### src/serial_ctrl_pkg.sv
`default_nettype none
package serial_ctrl_pkg;
	// ----------------------------------------
	// register index (printed offsets are word indices; byte address is four times the index)
	// ----------------------------------------
	localparam logic [9:0]  ctrl_one_idx     = 10'h0a5;
	localparam logic [9:0]  rx_word_idx      = 10'h0a6;
	localparam logic [9:0]  irq_status_idx   = 10'h0a8;
	localparam logic [9:0]  irq_mask_idx     = 10'h0a9;
	localparam logic [9:0]  mode_idx         = 10'h0aa;
	localparam int          addr_w           = 12;
	localparam logic [11:0] ctrl_one_addr    = {ctrl_one_idx, 2'b00};
	localparam logic [11:0] rx_word_addr     = {rx_word_idx, 2'b00};
	localparam logic [11:0] irq_status_addr  = {irq_status_idx, 2'b00};
	localparam logic [11:0] irq_mask_addr    = {irq_mask_idx, 2'b00};
	localparam logic [11:0] mode_addr        = {mode_idx, 2'b00};
	// ----------------------------------------
	// control register fields
	// ----------------------------------------
	localparam int tx_permit_bit   = 0;
	localparam int tx_empty_bit    = 1;
	localparam int rx_permit_bit   = 2;
	localparam int rx_full_bit     = 3;
	localparam int tx_irq_sel_bit  = 4;
	localparam int cont_rx_bit     = 5;
	// ----------------------------------------
	// receive word fields
	// ----------------------------------------
	localparam int data_msb        = 8;
	localparam int overrun_bit     = 12;
	localparam int framing_bit     = 13;
	localparam int parity_bit      = 14;
	localparam int summary_bit     = 15;
	localparam int overrun_data_bit = 7;
	// ----------------------------------------
	// mode field and reset values
	// ----------------------------------------
	localparam logic [2:0] mode_disabled   = 3'h0;
	localparam logic [2:0] mode_sync       = 3'h1;
	localparam logic [2:0] mode_reset      = 3'h0;
	localparam logic       tx_empty_reset  = 1'b1;
	localparam logic       rx_full_reset   = 1'b0;
	localparam logic       cont_rx_reset   = 1'b0;
	localparam logic [3:0] irq_mask_reset  = 4'h0;
	// irq status bits
	localparam int irq_tx_bit      = 0;
	localparam int irq_rx_bit      = 1;
	localparam int irq_err_bit     = 2;
endpackage
`default_nettype wire

### src/err_flag.sv
`default_nettype none
// one sticky error flag: set wins over clear
module err_flag (
	input  wire logic mclk,
	input  wire logic rst,
	input  wire logic ce,
	input  wire logic set_en,
	input  wire logic clr_en,
	output logic      flag
);
	always_ff @(posedge mclk or posedge rst) begin
		if (rst) begin
			flag <= 1'b0;
		end else if (ce) begin
			if (set_en)
				flag <= 1'b1;
			else if (clr_en)
				flag <= 1'b0;
		end
	end
endmodule
`default_nettype wire

### src/serial_ctrl_rx_buffer_status.sv
// The address-and-strobe port was chosen for this implementation.
`default_nettype none
// Functional notes
// RULE1 - control b1 reads 0 while tx holding word waits, 1 when empty; resets 1
// RULE2 - control b3 reads 1 while rx holding word unread; resets 0
// RULE3 - reading upper byte of rx holding word clears receive-complete flag
// RULE4 - b4 picks tx irq: 0 holding empty, 1 shift register finished
// RULE5 - b5 continuous receive enable, read/write, resets 0
// RULE6 - software keeps continuous receive at 0 in asynchronous mode
// RULE7 - software rewrites baud divider after changing its count source
// RULE8 - rx word b0-b7 data bits 7..0, b8 data bit 8
// RULE9 - overrun b12, framing b13, parity b14, summary b15, read-only
// RULE10 - all error flags cleared when mode disabled or rx permit is 0
// RULE11 - summary flag is 0 exactly when other three flags are 0
// RULE12 - reading upper byte also clears framing and parity flags
// RULE13 - software clears both permit bits before disabling the mode
// RULE14 - framing, parity and summary undefined in clock-synchronous mode
// RULE15 - software reads the rx holding word as one 16-bit access
// RULE16 - control bits b6 and b7 read 0
// RULE17 - shift-empty flag 0 while word in shift register, 1 when done
// RULE18 - overrun when new word starts unread and its 7th bit arrives
// RULE19 - receive-complete set when finished word moves into holding word
module serial_ctrl_rx_buffer_status
	import serial_ctrl_pkg::*;
(
	input  wire logic                         mclk,
	input  wire logic                         rst,
	input  wire logic                         ce,
	input  wire logic [serial_ctrl_pkg::addr_w-1:0] addr,
	input  wire logic [15:0]                  wdata,
	input  wire logic                         wr,
	input  wire logic                         rd,
	output logic      [15:0]                  rdata,
	output logic                              irq,
	// engine side
	input  wire logic                         tx_load,
	input  wire logic                         tx_start,
	input  wire logic                         tx_done,
	input  wire logic                         rx_bit_tick,
	input  wire logic [2:0]                   rx_bit_idx,
	input  wire logic                         rx_word_done,
	input  wire logic [8:0]                   rx_data,
	input  wire logic                         rx_framing_err,
	input  wire logic                         rx_parity_err,
	output logic                              transmit_permit,
	output logic                              rx_permit,
	output logic                              continuous_rx_mode,
	output logic [2:0]                        serial_mode_field
);
	import serial_ctrl_pkg::*;

	// ----------------------------------------
	// address decode
	// ----------------------------------------
	wire hit_ctrl   = addr == ctrl_one_addr;
	wire hit_rxw    = addr == rx_word_addr;
	wire hit_ists   = addr == irq_status_addr;
	wire hit_imsk   = addr == irq_mask_addr;
	wire hit_mode   = addr == mode_addr;
	wire wr_ctrl    = ce && wr && hit_ctrl;
	wire wr_ists    = ce && wr && hit_ists;
	wire wr_imsk    = ce && wr && hit_imsk;
	wire wr_mode    = ce && wr && hit_mode;
	// a word read covers the upper byte, so it clears unless a word is accepted in the same cycle
	wire rd_rxw     = ce && rd && hit_rxw;

	// ----------------------------------------
	// control state
	// ----------------------------------------
	logic       tx_permit_r, tx_permit_nxt;
	logic       rx_permit_r, rx_permit_nxt;
	logic       tx_irq_sel_r, tx_irq_sel_nxt;
	logic       cont_rx_r, cont_rx_nxt;
	logic [2:0] mode_r, mode_nxt;
	logic       tx_empty_r, shift_empty_r, rx_full_r;
	logic [8:0] rx_data_r;
	logic [3:0] ists_r, imsk_r;
	logic       rx_busy_r;

	assign tx_permit_nxt  = wr_ctrl ? wdata[tx_permit_bit] : tx_permit_r;
	assign rx_permit_nxt  = wr_ctrl ? wdata[rx_permit_bit] : rx_permit_r;
	assign tx_irq_sel_nxt = wr_ctrl ? wdata[tx_irq_sel_bit] : tx_irq_sel_r;
	assign cont_rx_nxt    = wr_ctrl ? wdata[cont_rx_bit] : cont_rx_r; // RULE5
	assign mode_nxt       = wr_mode ? wdata[2:0] : mode_r;

	always_ff @(posedge mclk or posedge rst) begin
		if (rst) begin
			tx_permit_r  <= 1'b0;
			rx_permit_r  <= 1'b0;
			tx_irq_sel_r <= 1'b0;
			cont_rx_r    <= cont_rx_reset; // RULE5
			mode_r       <= mode_reset;
			imsk_r       <= irq_mask_reset;
		end else if (ce) begin
			tx_permit_r  <= tx_permit_nxt;
			rx_permit_r  <= rx_permit_nxt;
			tx_irq_sel_r <= tx_irq_sel_nxt;
			cont_rx_r    <= cont_rx_nxt;
			mode_r       <= mode_nxt;
			if (wr_imsk)
				imsk_r <= wdata[3:0];
		end
	end

	// ----------------------------------------
	// transmit buffer and shift flags
	// ----------------------------------------
	// load fills the holding word, start moves it into the shifter
	always_ff @(posedge mclk or posedge rst) begin
		if (rst) begin
			tx_empty_r    <= tx_empty_reset; // RULE1
			shift_empty_r <= 1'b1;
		end else if (ce) begin
			if (tx_load)
				tx_empty_r <= 1'b0; // RULE1
			else if (tx_start)
				tx_empty_r <= 1'b1; // RULE1
			if (tx_start)
				shift_empty_r <= 1'b0; // RULE17
			else if (tx_done)
				shift_empty_r <= 1'b1; // RULE17
		end
	end

	// ----------------------------------------
	// receive holding word
	// ----------------------------------------
	wire rx_accept = rx_word_done && rx_permit_r;
	always_ff @(posedge mclk or posedge rst) begin
		if (rst) begin
			rx_full_r <= rx_full_reset; // RULE2
			rx_data_r <= 9'h000;
			rx_busy_r <= 1'b0;
		end else if (ce) begin
			if (rx_accept) begin
				rx_full_r <= 1'b1; // RULE19
				rx_data_r <= rx_data; // RULE8
			end else if (rd_rxw) begin
				rx_full_r <= 1'b0; // RULE3
			end
			// a word is in flight between its first bit and its transfer
			if (rx_word_done)
				rx_busy_r <= 1'b0;
			else if (rx_bit_tick && rx_permit_r)
				rx_busy_r <= 1'b1;
		end
	end

	// ----------------------------------------
	// error flags
	// ----------------------------------------
	logic ovr_f, frm_f, par_f;
	wire  err_wipe  = (mode_r == mode_disabled) || !rx_permit_r; // RULE10
	// overrun: 7th bit of a new word lands on an unread holding word
	wire  ovr_set   = rx_bit_tick && rx_permit_r && rx_full_r && rx_busy_r
			&& rx_bit_idx == 3'(overrun_data_bit - 1); // RULE18
	wire  frm_set   = rx_accept && rx_framing_err;
	wire  par_set   = rx_accept && rx_parity_err;
	wire  rd_clr    = rd_rxw || err_wipe; // RULE12

	err_flag u_ovr (
		.mclk   (mclk),
		.rst    (rst),
		.ce     (ce),
		.set_en (ovr_set && !err_wipe),
		.clr_en (err_wipe), // RULE10
		.flag   (ovr_f)
	);
	err_flag u_frm (
		.mclk   (mclk),
		.rst    (rst),
		.ce     (ce),
		.set_en (frm_set && !err_wipe),
		.clr_en (rd_clr), // RULE12
		.flag   (frm_f)
	);
	err_flag u_par (
		.mclk   (mclk),
		.rst    (rst),
		.ce     (ce),
		.set_en (par_set && !err_wipe),
		.clr_en (rd_clr), // RULE12
		.flag   (par_f)
	);

	// in synchronous mode framing/parity are simply never set by the engine
	wire sum_f = ovr_f | frm_f | par_f; // RULE11 RULE14

	// ----------------------------------------
	// interrupts
	// ----------------------------------------
	wire tx_src  = tx_irq_sel_r ? (tx_done && !shift_empty_r)
			: tx_start; // RULE4
	wire [3:0] ev = {1'b0, ovr_set | frm_set | par_set, rx_accept, tx_src};
	always_ff @(posedge mclk or posedge rst) begin
		if (rst)
			ists_r <= 4'h0;
		else if (ce)
			// set wins over write-one-to-clear
			ists_r <= (ists_r & ~(wr_ists ? wdata[3:0] : 4'h0)) | ev;
	end
	assign irq = |(ists_r & imsk_r);

	// ----------------------------------------
	// read path
	// ----------------------------------------
	wire [15:0] ctrl_rd = {8'h00, 2'b00, cont_rx_r, tx_irq_sel_r, // RULE16
			rx_full_r, rx_permit_r, tx_empty_r, tx_permit_r}; // RULE1 RULE2
	wire [15:0] rxw_rd  = {sum_f, par_f, frm_f, ovr_f, 3'b000,
			rx_data_r}; // RULE8 RULE9
	wire [15:0] rd_mux  = hit_ctrl ? ctrl_rd
			: hit_rxw  ? rxw_rd
			: hit_ists ? {12'h000, ists_r}
			: hit_imsk ? {12'h000, imsk_r}
			: hit_mode ? {13'h0000, mode_r}
			: 16'h0000;
	always_ff @(posedge mclk or posedge rst) begin
		if (rst)
			rdata <= 16'h0000;
		else if (ce && rd)
			rdata <= rd_mux;
	end

	assign transmit_permit    = tx_permit_r;
	assign rx_permit          = rx_permit_r;
	assign continuous_rx_mode = cont_rx_r;
	assign serial_mode_field  = mode_r;

	// ----------------------------------------
	// checks
	// ----------------------------------------
	a_rx_full_clear: assert property (@(posedge mclk) disable iff (rst) // RULE3
		ce && rd_rxw && !rx_accept |=> !rx_full_r)
		else $error("rx full flag not cleared by read");
	a_rx_full_set: assert property (@(posedge mclk) disable iff (rst) // RULE19
		ce && rx_accept |=> rx_full_r && rx_data_r == $past(rx_data))
		else $error("holding word not loaded");
	a_err_wipe_all: assert property (@(posedge mclk) disable iff (rst) // RULE10
		ce && err_wipe ##1 ce && err_wipe |-> !ovr_f && !frm_f && !par_f)
		else $error("error flags survive disable");
	a_sum_matches: assert property (@(posedge mclk) disable iff (rst) // RULE11
		ce && rd && hit_rxw
		|=> rdata[summary_bit] == |rdata[parity_bit:overrun_bit])
		else $error("summary flag mismatch");
	a_read_clears_fp: assert property (@(posedge mclk) disable iff (rst) // RULE12
		ce && rd_rxw && !frm_set && !par_set |=> !frm_f && !par_f)
		else $error("framing or parity not cleared by read");
	a_tx_empty_flag: assert property (@(posedge mclk) disable iff (rst) // RULE1
		ce && tx_load |=> ctrl_rd[tx_empty_bit] == 1'b0)
		else $error("tx empty flag not dropped on load");
	a_ctrl_upper_zero: assert property (@(posedge mclk) disable iff (rst) // RULE16
		ce && rd && hit_ctrl |=> rdata[7:6] == 2'b00)
		else $error("control bits 7:6 not zero");
	a_overrun_catch: assert property (@(posedge mclk) disable iff (rst) // RULE18
		ce && ovr_set && !err_wipe |=> ovr_f)
		else $error("overrun not flagged");
	a_shift_empty: assert property (@(posedge mclk) disable iff (rst) // RULE17
		ce && tx_start |=> !shift_empty_r)
		else $error("shift empty not cleared on start");
	a_tx_irq_src: assert property (@(posedge mclk) disable iff (rst) // RULE4
		ce && !tx_irq_sel_r && tx_start |=> ists_r[irq_tx_bit])
		else $error("tx irq not raised on holding empty");
	a_cont_rx_wr: assert property (@(posedge mclk) disable iff (rst) // RULE5
		wr_ctrl |=> cont_rx_r == $past(wdata[cont_rx_bit]))
		else $error("continuous rx bit not written");
	a_tx_empty_start: assert property (@(posedge mclk) disable iff (rst) // RULE1
		ce && tx_start && !tx_load |=> tx_empty_r)
		else $error("tx empty flag not set on start");
	a_tx_empty_ro: assert property (@(posedge mclk) disable iff (rst) // RULE1
		wr_ctrl && !tx_load && !tx_start |=> tx_empty_r == $past(tx_empty_r))
		else $error("tx empty flag moved by a write");
	a_rx_full_read: assert property (@(posedge mclk) disable iff (rst) // RULE2
		ce && rd && hit_ctrl |=> rdata[rx_full_bit] == $past(rx_full_r))
		else $error("rx full flag misread");
	a_tx_irq_done: assert property (@(posedge mclk) disable iff (rst) // RULE4
		ce && tx_irq_sel_r && tx_done && !shift_empty_r |=> ists_r[irq_tx_bit])
		else $error("tx irq not raised on shift done");
	a_cont_rx_read: assert property (@(posedge mclk) disable iff (rst) // RULE5
		ce && rd && hit_ctrl |=> rdata[cont_rx_bit] == $past(cont_rx_r))
		else $error("continuous rx bit misread");
	a_rx_data_read: assert property (@(posedge mclk) disable iff (rst) // RULE8
		ce && rd && hit_rxw |=> rdata[data_msb:0] == $past(rx_data_r))
		else $error("rx data misread");
	a_err_read_only: assert property (@(posedge mclk) disable iff (rst) // RULE9
		ce && wr && hit_rxw && !ovr_set && !frm_set && !par_set
		&& !err_wipe && !rd
		|=> {ovr_f, frm_f, par_f} == $past({ovr_f, frm_f, par_f}))
		else $error("error flags moved by a write");
	a_err_wipe_now: assert property (@(posedge mclk) disable iff (rst) // RULE10
		ce && err_wipe |=> !ovr_f && !frm_f && !par_f)
		else $error("error flags not wiped at once");
	a_ovr_keeps: assert property (@(posedge mclk) disable iff (rst) // RULE12
		ce && rd_rxw && ovr_f && !err_wipe |=> ovr_f)
		else $error("overrun cleared by a read");
	a_shift_done: assert property (@(posedge mclk) disable iff (rst) // RULE17
		ce && tx_done && !tx_start |=> shift_empty_r)
		else $error("shift empty not set on done");
	a_ovr_hold: assert property (@(posedge mclk) disable iff (rst) // RULE18
		ce && !ovr_set && !err_wipe |=> ovr_f == $past(ovr_f))
		else $error("overrun flag moved with no cause");
	a_rx_drop_off: assert property (@(posedge mclk) disable iff (rst) // RULE19
		ce && rx_word_done && !rx_permit_r && !rd_rxw
		|=> rx_full_r == $past(rx_full_r))
		else $error("word taken while reception off");
endmodule
`default_nettype wire

### config.mk
export PLATFORM = sky130hd
export DESIGN_NAME = serial_ctrl_rx_buffer_status
export DESIGN_NICKNAME = d
export VERILOG_FILES = /design/src/serial_ctrl_pkg.sv /design/src/err_flag.sv /design/src/serial_ctrl_rx_buffer_status.sv
export SDC_FILE = /design/constraint.sdc
export NUM_CORES = 1
export LEC_CHECK = 0
export ABC_AREA = 1
export BUFFER_PORTS_ARGS = -buffer_cell sky130_fd_sc_hd__buf_2
export CAP_MARGIN = 20
export CORE_MARGIN = 2
export CORE_UTILIZATION = 30
export DETAILED_ROUTE_END_ITERATION = 8
export PLACE_DENSITY = 0.65
export SLEW_MARGIN = 10
export SYNTH_ARGS = -nofsm -noshare
export SYNTH_HDL_FRONTEND = slang
export SYNTH_SLANG_ARGS = --single-unit
### constraint.sdc
create_clock -name mclk -period 2.8 [get_ports mclk]
set_input_delay 0.14 -clock mclk [delete_from_list [all_inputs] [get_ports mclk]]
set_output_delay 0.14 -clock mclk [all_outputs]
set_load 0.02 [all_outputs]
* Yosys cells after proc, flatten, opt, wreduce, memory -nomap -nowiden
Cells that the tools add are included.
Storage, ports and cells: register bits after elaboration 47, output and inout bits 23, input bits 52, logic and storage cells 93
Cells by class: eq/ne operators 6, mux-type cells 20, reductions and logical operators 43, bitwise logic cells 8
Operators with widths (number):
- == test 12 x 10 -> 1 bit (second input constant) | 5
- 2-to-1 mux 16 bit | 2
- AND reduction 2 bit | 11
- logical AND 1 bit | 18
- 2-to-1 mux 1 bit | 14
- nonzero test 2 bit | 7
- 2-to-1 mux 4 bit | 3
- bitwise AND 4 bit | 2
- NOT 4 bit | 1
- bitwise OR 1 bit | 4
- bitwise OR 4 x 3 -> 4 bit | 1
- OR reduction 4 bit | 1
- == test 3 bit (second input constant) | 1
- zero test 1 bit | 3
- zero test 3 bit | 1
- 2-to-1 mux 3 bit | 1
- logical OR 1 bit | 2

* Depth between registers and ports, before layout
depth after elaboration 7, gate-level depth with buffers 11, mapped depth without buffers 11

* Modules after synthesis
A second synthesis with hierarchy kept.
Unflattened totals: cell total of the unflattened synthesis 290, area total of the unflattened synthesis 2257.2 µm²
By module, submodules not included:
- serial_ctrl_rx_buffer_status | area an instance 2125.8 µm², times used 1, cells each 272
- err_flag | area an instance 43.8 µm², times used 3, cells each 6

* Worst setup path after synthesis
No wires, ideal clock.
path kind reg-to-reg, from reg rx_permit_r (netlist: rx_permit), to reg rx_data_r[3], stages on the path, launching flop included 5, data arrival time 1.140 ns, data required time 2.669 ns, setup slack 1.529 ns, setup time 0.131 ns, period minus slack after synthesis 1.271 ns, path through dfrtp_1 inv_1 nor2_2 clkbuf_1 o21ai_0
On the way: longest elaborated chain between the ends 2
Ends and longest elaborated chain:
- start, declared | line serial_ctrl_rx_buffer_status.sv:71 | logic rx_permit_r, rx_permit_nxt;
- start signal, assigned | line serial_ctrl_rx_buffer_status.sv:96 | rx_permit_r <= rx_permit_nxt;
- logical AND 1 bit | line serial_ctrl_rx_buffer_status.sv:128 | wire rx_accept = rx_word_done && rx_permit_r;
- AND reduction 2 bit (no line)
- end signal, assigned | line serial_ctrl_rx_buffer_status.sv:137 | rx_data_r <= rx_data;
- end, declared | line serial_ctrl_rx_buffer_status.sv:76 | logic [8:0] rx_data_r;
No other way between the ends. A chain may end at the register's enable or synchronous reset.

* Worst setup path in the final report
from reg rx_permit_r (netlist: rx_permit), to reg rx_data_r[2]
The elaborated chain is that of the path after synthesis.

==> flow_metrics.py <==
metrics = {
    "timing": {
        "hold_viol": 0,
        "fmax_mhz": 668.7,
        "rsz0062_at_grt": "no",
        "setup_tns_ns": 0,
        "timing.hold.ws_ns": 0.04519,
        "fin_worst_skew_ns": 0.008462,
        "drv_slew": 0,
        "worstMarginPinSlew_ns": 0.5701,
        "relSlewSlack_pct": 61.95,
        "fin_crit_sh_pct": 53.41,
        "min_period_ns": 1.495,
        "setup_viol": 0,
    },
    "final_layout": {
        "fin_util_pct": 39.51,
        "area_delta_synth_final_pct": 26.69,
        "drive_above_1_share_pct": 26.16,
        "final_area_um2": 2714,
        "fill_cells": 739,
        "antenna_cells": 0,
        "fin_nets": 395,
    },
    "power_and_ir_drop": {
        "power_switching_share_pct": 23.13,
        "clockPowerShare_pct": 40.5,
        "power_switching_uw": 295.3,
        "finalPower_mw": 1.276,
        "sequentialPowerShare_pct": 51.4,
        "power_frac_comb_pct": 8.1,
        "powerDensity_nw_per_um2": 470.3,
        "p_int_uw": 981.1,
        "ir_worst_vdd_mv": 0.2020,
        "p_leak_nw": 1.484,
    },
    "die": {
        "die_h_um": 88.50,
        "die_area_um2": 7832,
        "die_w_um": 88.50,
        "pin_count": 75,
        "row_count": 30,
        "initial_utilization_pct": 31.18,
        "design.core.area_um2": 6869,
    },
    "clock_tree": {
        "root_buffer": "clkbuf_8",
        "worstSkewPairLatency_ns": 0.30,
        "clockBufferDepth": 2,
        "path_clk_slew_ns": 0.09,
        "htreeDepth": 2,
        "cts_tree": "built",
        "cts_num_sinks": 44,
        "cts_buffers": 5,
    },
    "drt": {
        "drtAntennaViolNets": 0,
        "dr.pass1.iters": 5,
        "drc_errors": 0,
        "routed_wl_um": 5521,
        "via_per_inst": 4.539,
        "num_vias": 1997,
        "post_drt_wl_per_cell_um": 12.55,
        "dr.first_iter.drc_count": 141,
    },
    "synthesis": {
        "postSynthAreaPerCell_um2": 7.789,
        "ys_types": 27,
        "synth-edff-count": 0,
        "synth_top_area_cell": "dfrtp_1",
        "synth_top_family_by_area": "simple AND/OR/NAND/NOR gates",
        "yosysTopAreaCellShare_pct": 49.07,
        "synthCells": 275,
        "ys_seq_elements": 44,
        "synth_xor_area_share_pct": 0,
        "ys_async_sr_fraction_pct": 100.0,
        "ys_warn_count": 0,
        "syn-cell-area_um2": 2142,
        "seq_area_frac_synth_pct": 51.52,
        "yosys.area_share.simple_pct": 29.61,
        "synth_area_leaders": "dfrtp_1 49%, nand2_1 15%, inv_1 6.3%",
        "synth-compound-area-share_pct": 10.05,
        "synth_top_flop_cell": "dfrtp_1",
        "synth_fa_ha_area_share_pct": 0,
        "synth.mux.area_fraction_pct": 0,
    },
    "min_path": {
        "hp-class": "primary input to flop",
    },
    "grt": {
        "grtUsageMet1_pct": 19.84,
        "use_met2_pct": 25.29,
        "grt_pass1_wl_um": 9225,
        "busiest_layer": "met2",
        "grtUsageMet3_pct": 3.731,
        "grt_pass1_vias": 1987,
        "grt.total_usage_pct": 15.27,
        "grt_max_degree": 29,
        "antenna_found_initial": 0,
        "overflow": 0,
    },
    "setup_path": {
        "cp_data_required_time_ns": 2.99,
        "end_kind": "flop",
        "cp_max_fo": 17,
        "cp.arrival_ns": 1.68,
        "path_class": "flop to flop",
        "start_kind": "flop",
    },
    "placed_design": {
        "dpl.hpwl_um": 4397,
        "placed_area_um2": 2555,
        "io_buffers": 61,
        "place_congestion": 0.8527,
    },
    "status": {
        "outcome": "completed",
    },
    "flow_run": {
        "drv_cap": 0,
    },
}
## cell families (layout without fill, tap and decap cells)
logic type,Yosys count,in the layout
AO/OA/AOI/OAI,41,41
buffers and inverters,46,113
other,1,3
flip-flops,44,44
AND/OR/NAND/NOR,143,143
## final timing paths
kind / from / endpoint / slack, ns / cells after the start
worst max-delay path: rx_permit / rx_data_r[2] / 1.30 / 5
worst min-delay path: rx_data[5] / rx_data_r[5] / 0.05 / 3
worst max register to register: rx_permit / rx_data_r[2] / 1.30 / 5
worst min register to register: rdata[12] / rdata[12] / 0.49 / 2
max in group asynchronous: rst / shift_empty_r / 1.76 / 5
min in group asynchronous: rst / rdata[15] / 0.34 / 3
## synthesized netlist by cell type (2+ instances only)
library cell and n:
nand2_1 84, clkbuf_1 2, inv_1 36, nand2_2 4, nand3_2 2, o211ai_1 2, o21ai_0 18, o21ai_1 17
nor2_2 3, dfstp_2 2, nor3_1 3, a21oi_1 2, dfrtp_1 42, inv_2 4, nand3_1 21, buf_4 3
nand4_1 2, nor2_1 19
## timing repair
| action | in CTS | in global routing |
|---|---|---|
| hold buffers | 0 | 1 |
| setup buffers | 0 | 0 |
| resized for setup | 0 | 0 |
| endpoints found under the hold margin | 0 | 6 |
## metrics by stage
stage          setup WS, ns  instances
2_1_floorplan         1.529        277
3_3_place_gp          1.328        430
3_5_place_dp          1.298        430
4_1_cts               1.293        438
5_1_grt               1.136        440
6_report              1.305        440
## metal layers
| metal | wire [µm] | part of all wire (%) |
|---|---|---|
| met3 | 404 | 7.3 |
| met1 | 2402 | 44 |
| met2 | 2660 | 48 |
| met5 | 0 | 0 |
| met4 | 53 | 0.96 |
## state kept, by name, indices dropped and copies added (netlist names), 3 cells and up
signal             flops
rdata                 13
serial_mode_field      3
ists_r                 4
rx_data_r              9
imsk_r                 4
## area by class of cell
| cell class | instances | area [µm²] | area share [%] |
|---|---|---|---|
| Inverter | 40 | 150.1 | 5.533 |
| Clock buffer | 6 | 82.58 | 3.043 |
| Tap cell | 96 | 120.1 | 4.426 |
| Timing Repair Buffer | 65 | 357.8 | 13.19 |
| Multi-Input combinational cell | 187 | 860.8 | 31.72 |
| Clock inverter | 2 | 38.79 | 1.429 |
| Sequential cell | 44 | 1104 | 40.66 |
## power by group through the flow
| stage | combinational, mW | sequential [mW] | clock (mW) |
|---|---|---|---|
| after floorplan | 0.0553 | 0.666 | 0 |
| after global placement | 0.0966 | 0.668 | 0 |
| after detailed placement | 0.0991 | 0.669 | 0 |
| after CTS | 0.0995 | 0.656 | 0.523 |
| after global routing | 0.119 | 0.658 | 0.552 |
| final | 0.103 | 0.656 | 0.517 |
## worst max-delay path, cell delays in order, from the launching register on
cell,delay [ns]
dfrtp_1,0.49
inv_1,0.08
nor2_2,0.47
inv_1,0.19
nand2_1,0.10
nand2_1,0.05
## cell usage in the layout (no fill, tap or decap), types with 2 or more instances in the layout
master,instances
nand2_1,84
buf_2,61
dfrtp_1,42
inv_1,36
nand3_1,21
nor2_1,19
o21ai_0,18
o21ai_1,17
clkbuf_8,6
inv_2,4
nand2_2,4
nor2_2,3
nor3_1,3
conb_1,3
nand3_2,2
nand4_1,2
a21oi_1,2
o211ai_1,2
buf_4,2
dfstp_2,2
(Power assumes the default switching activity.)
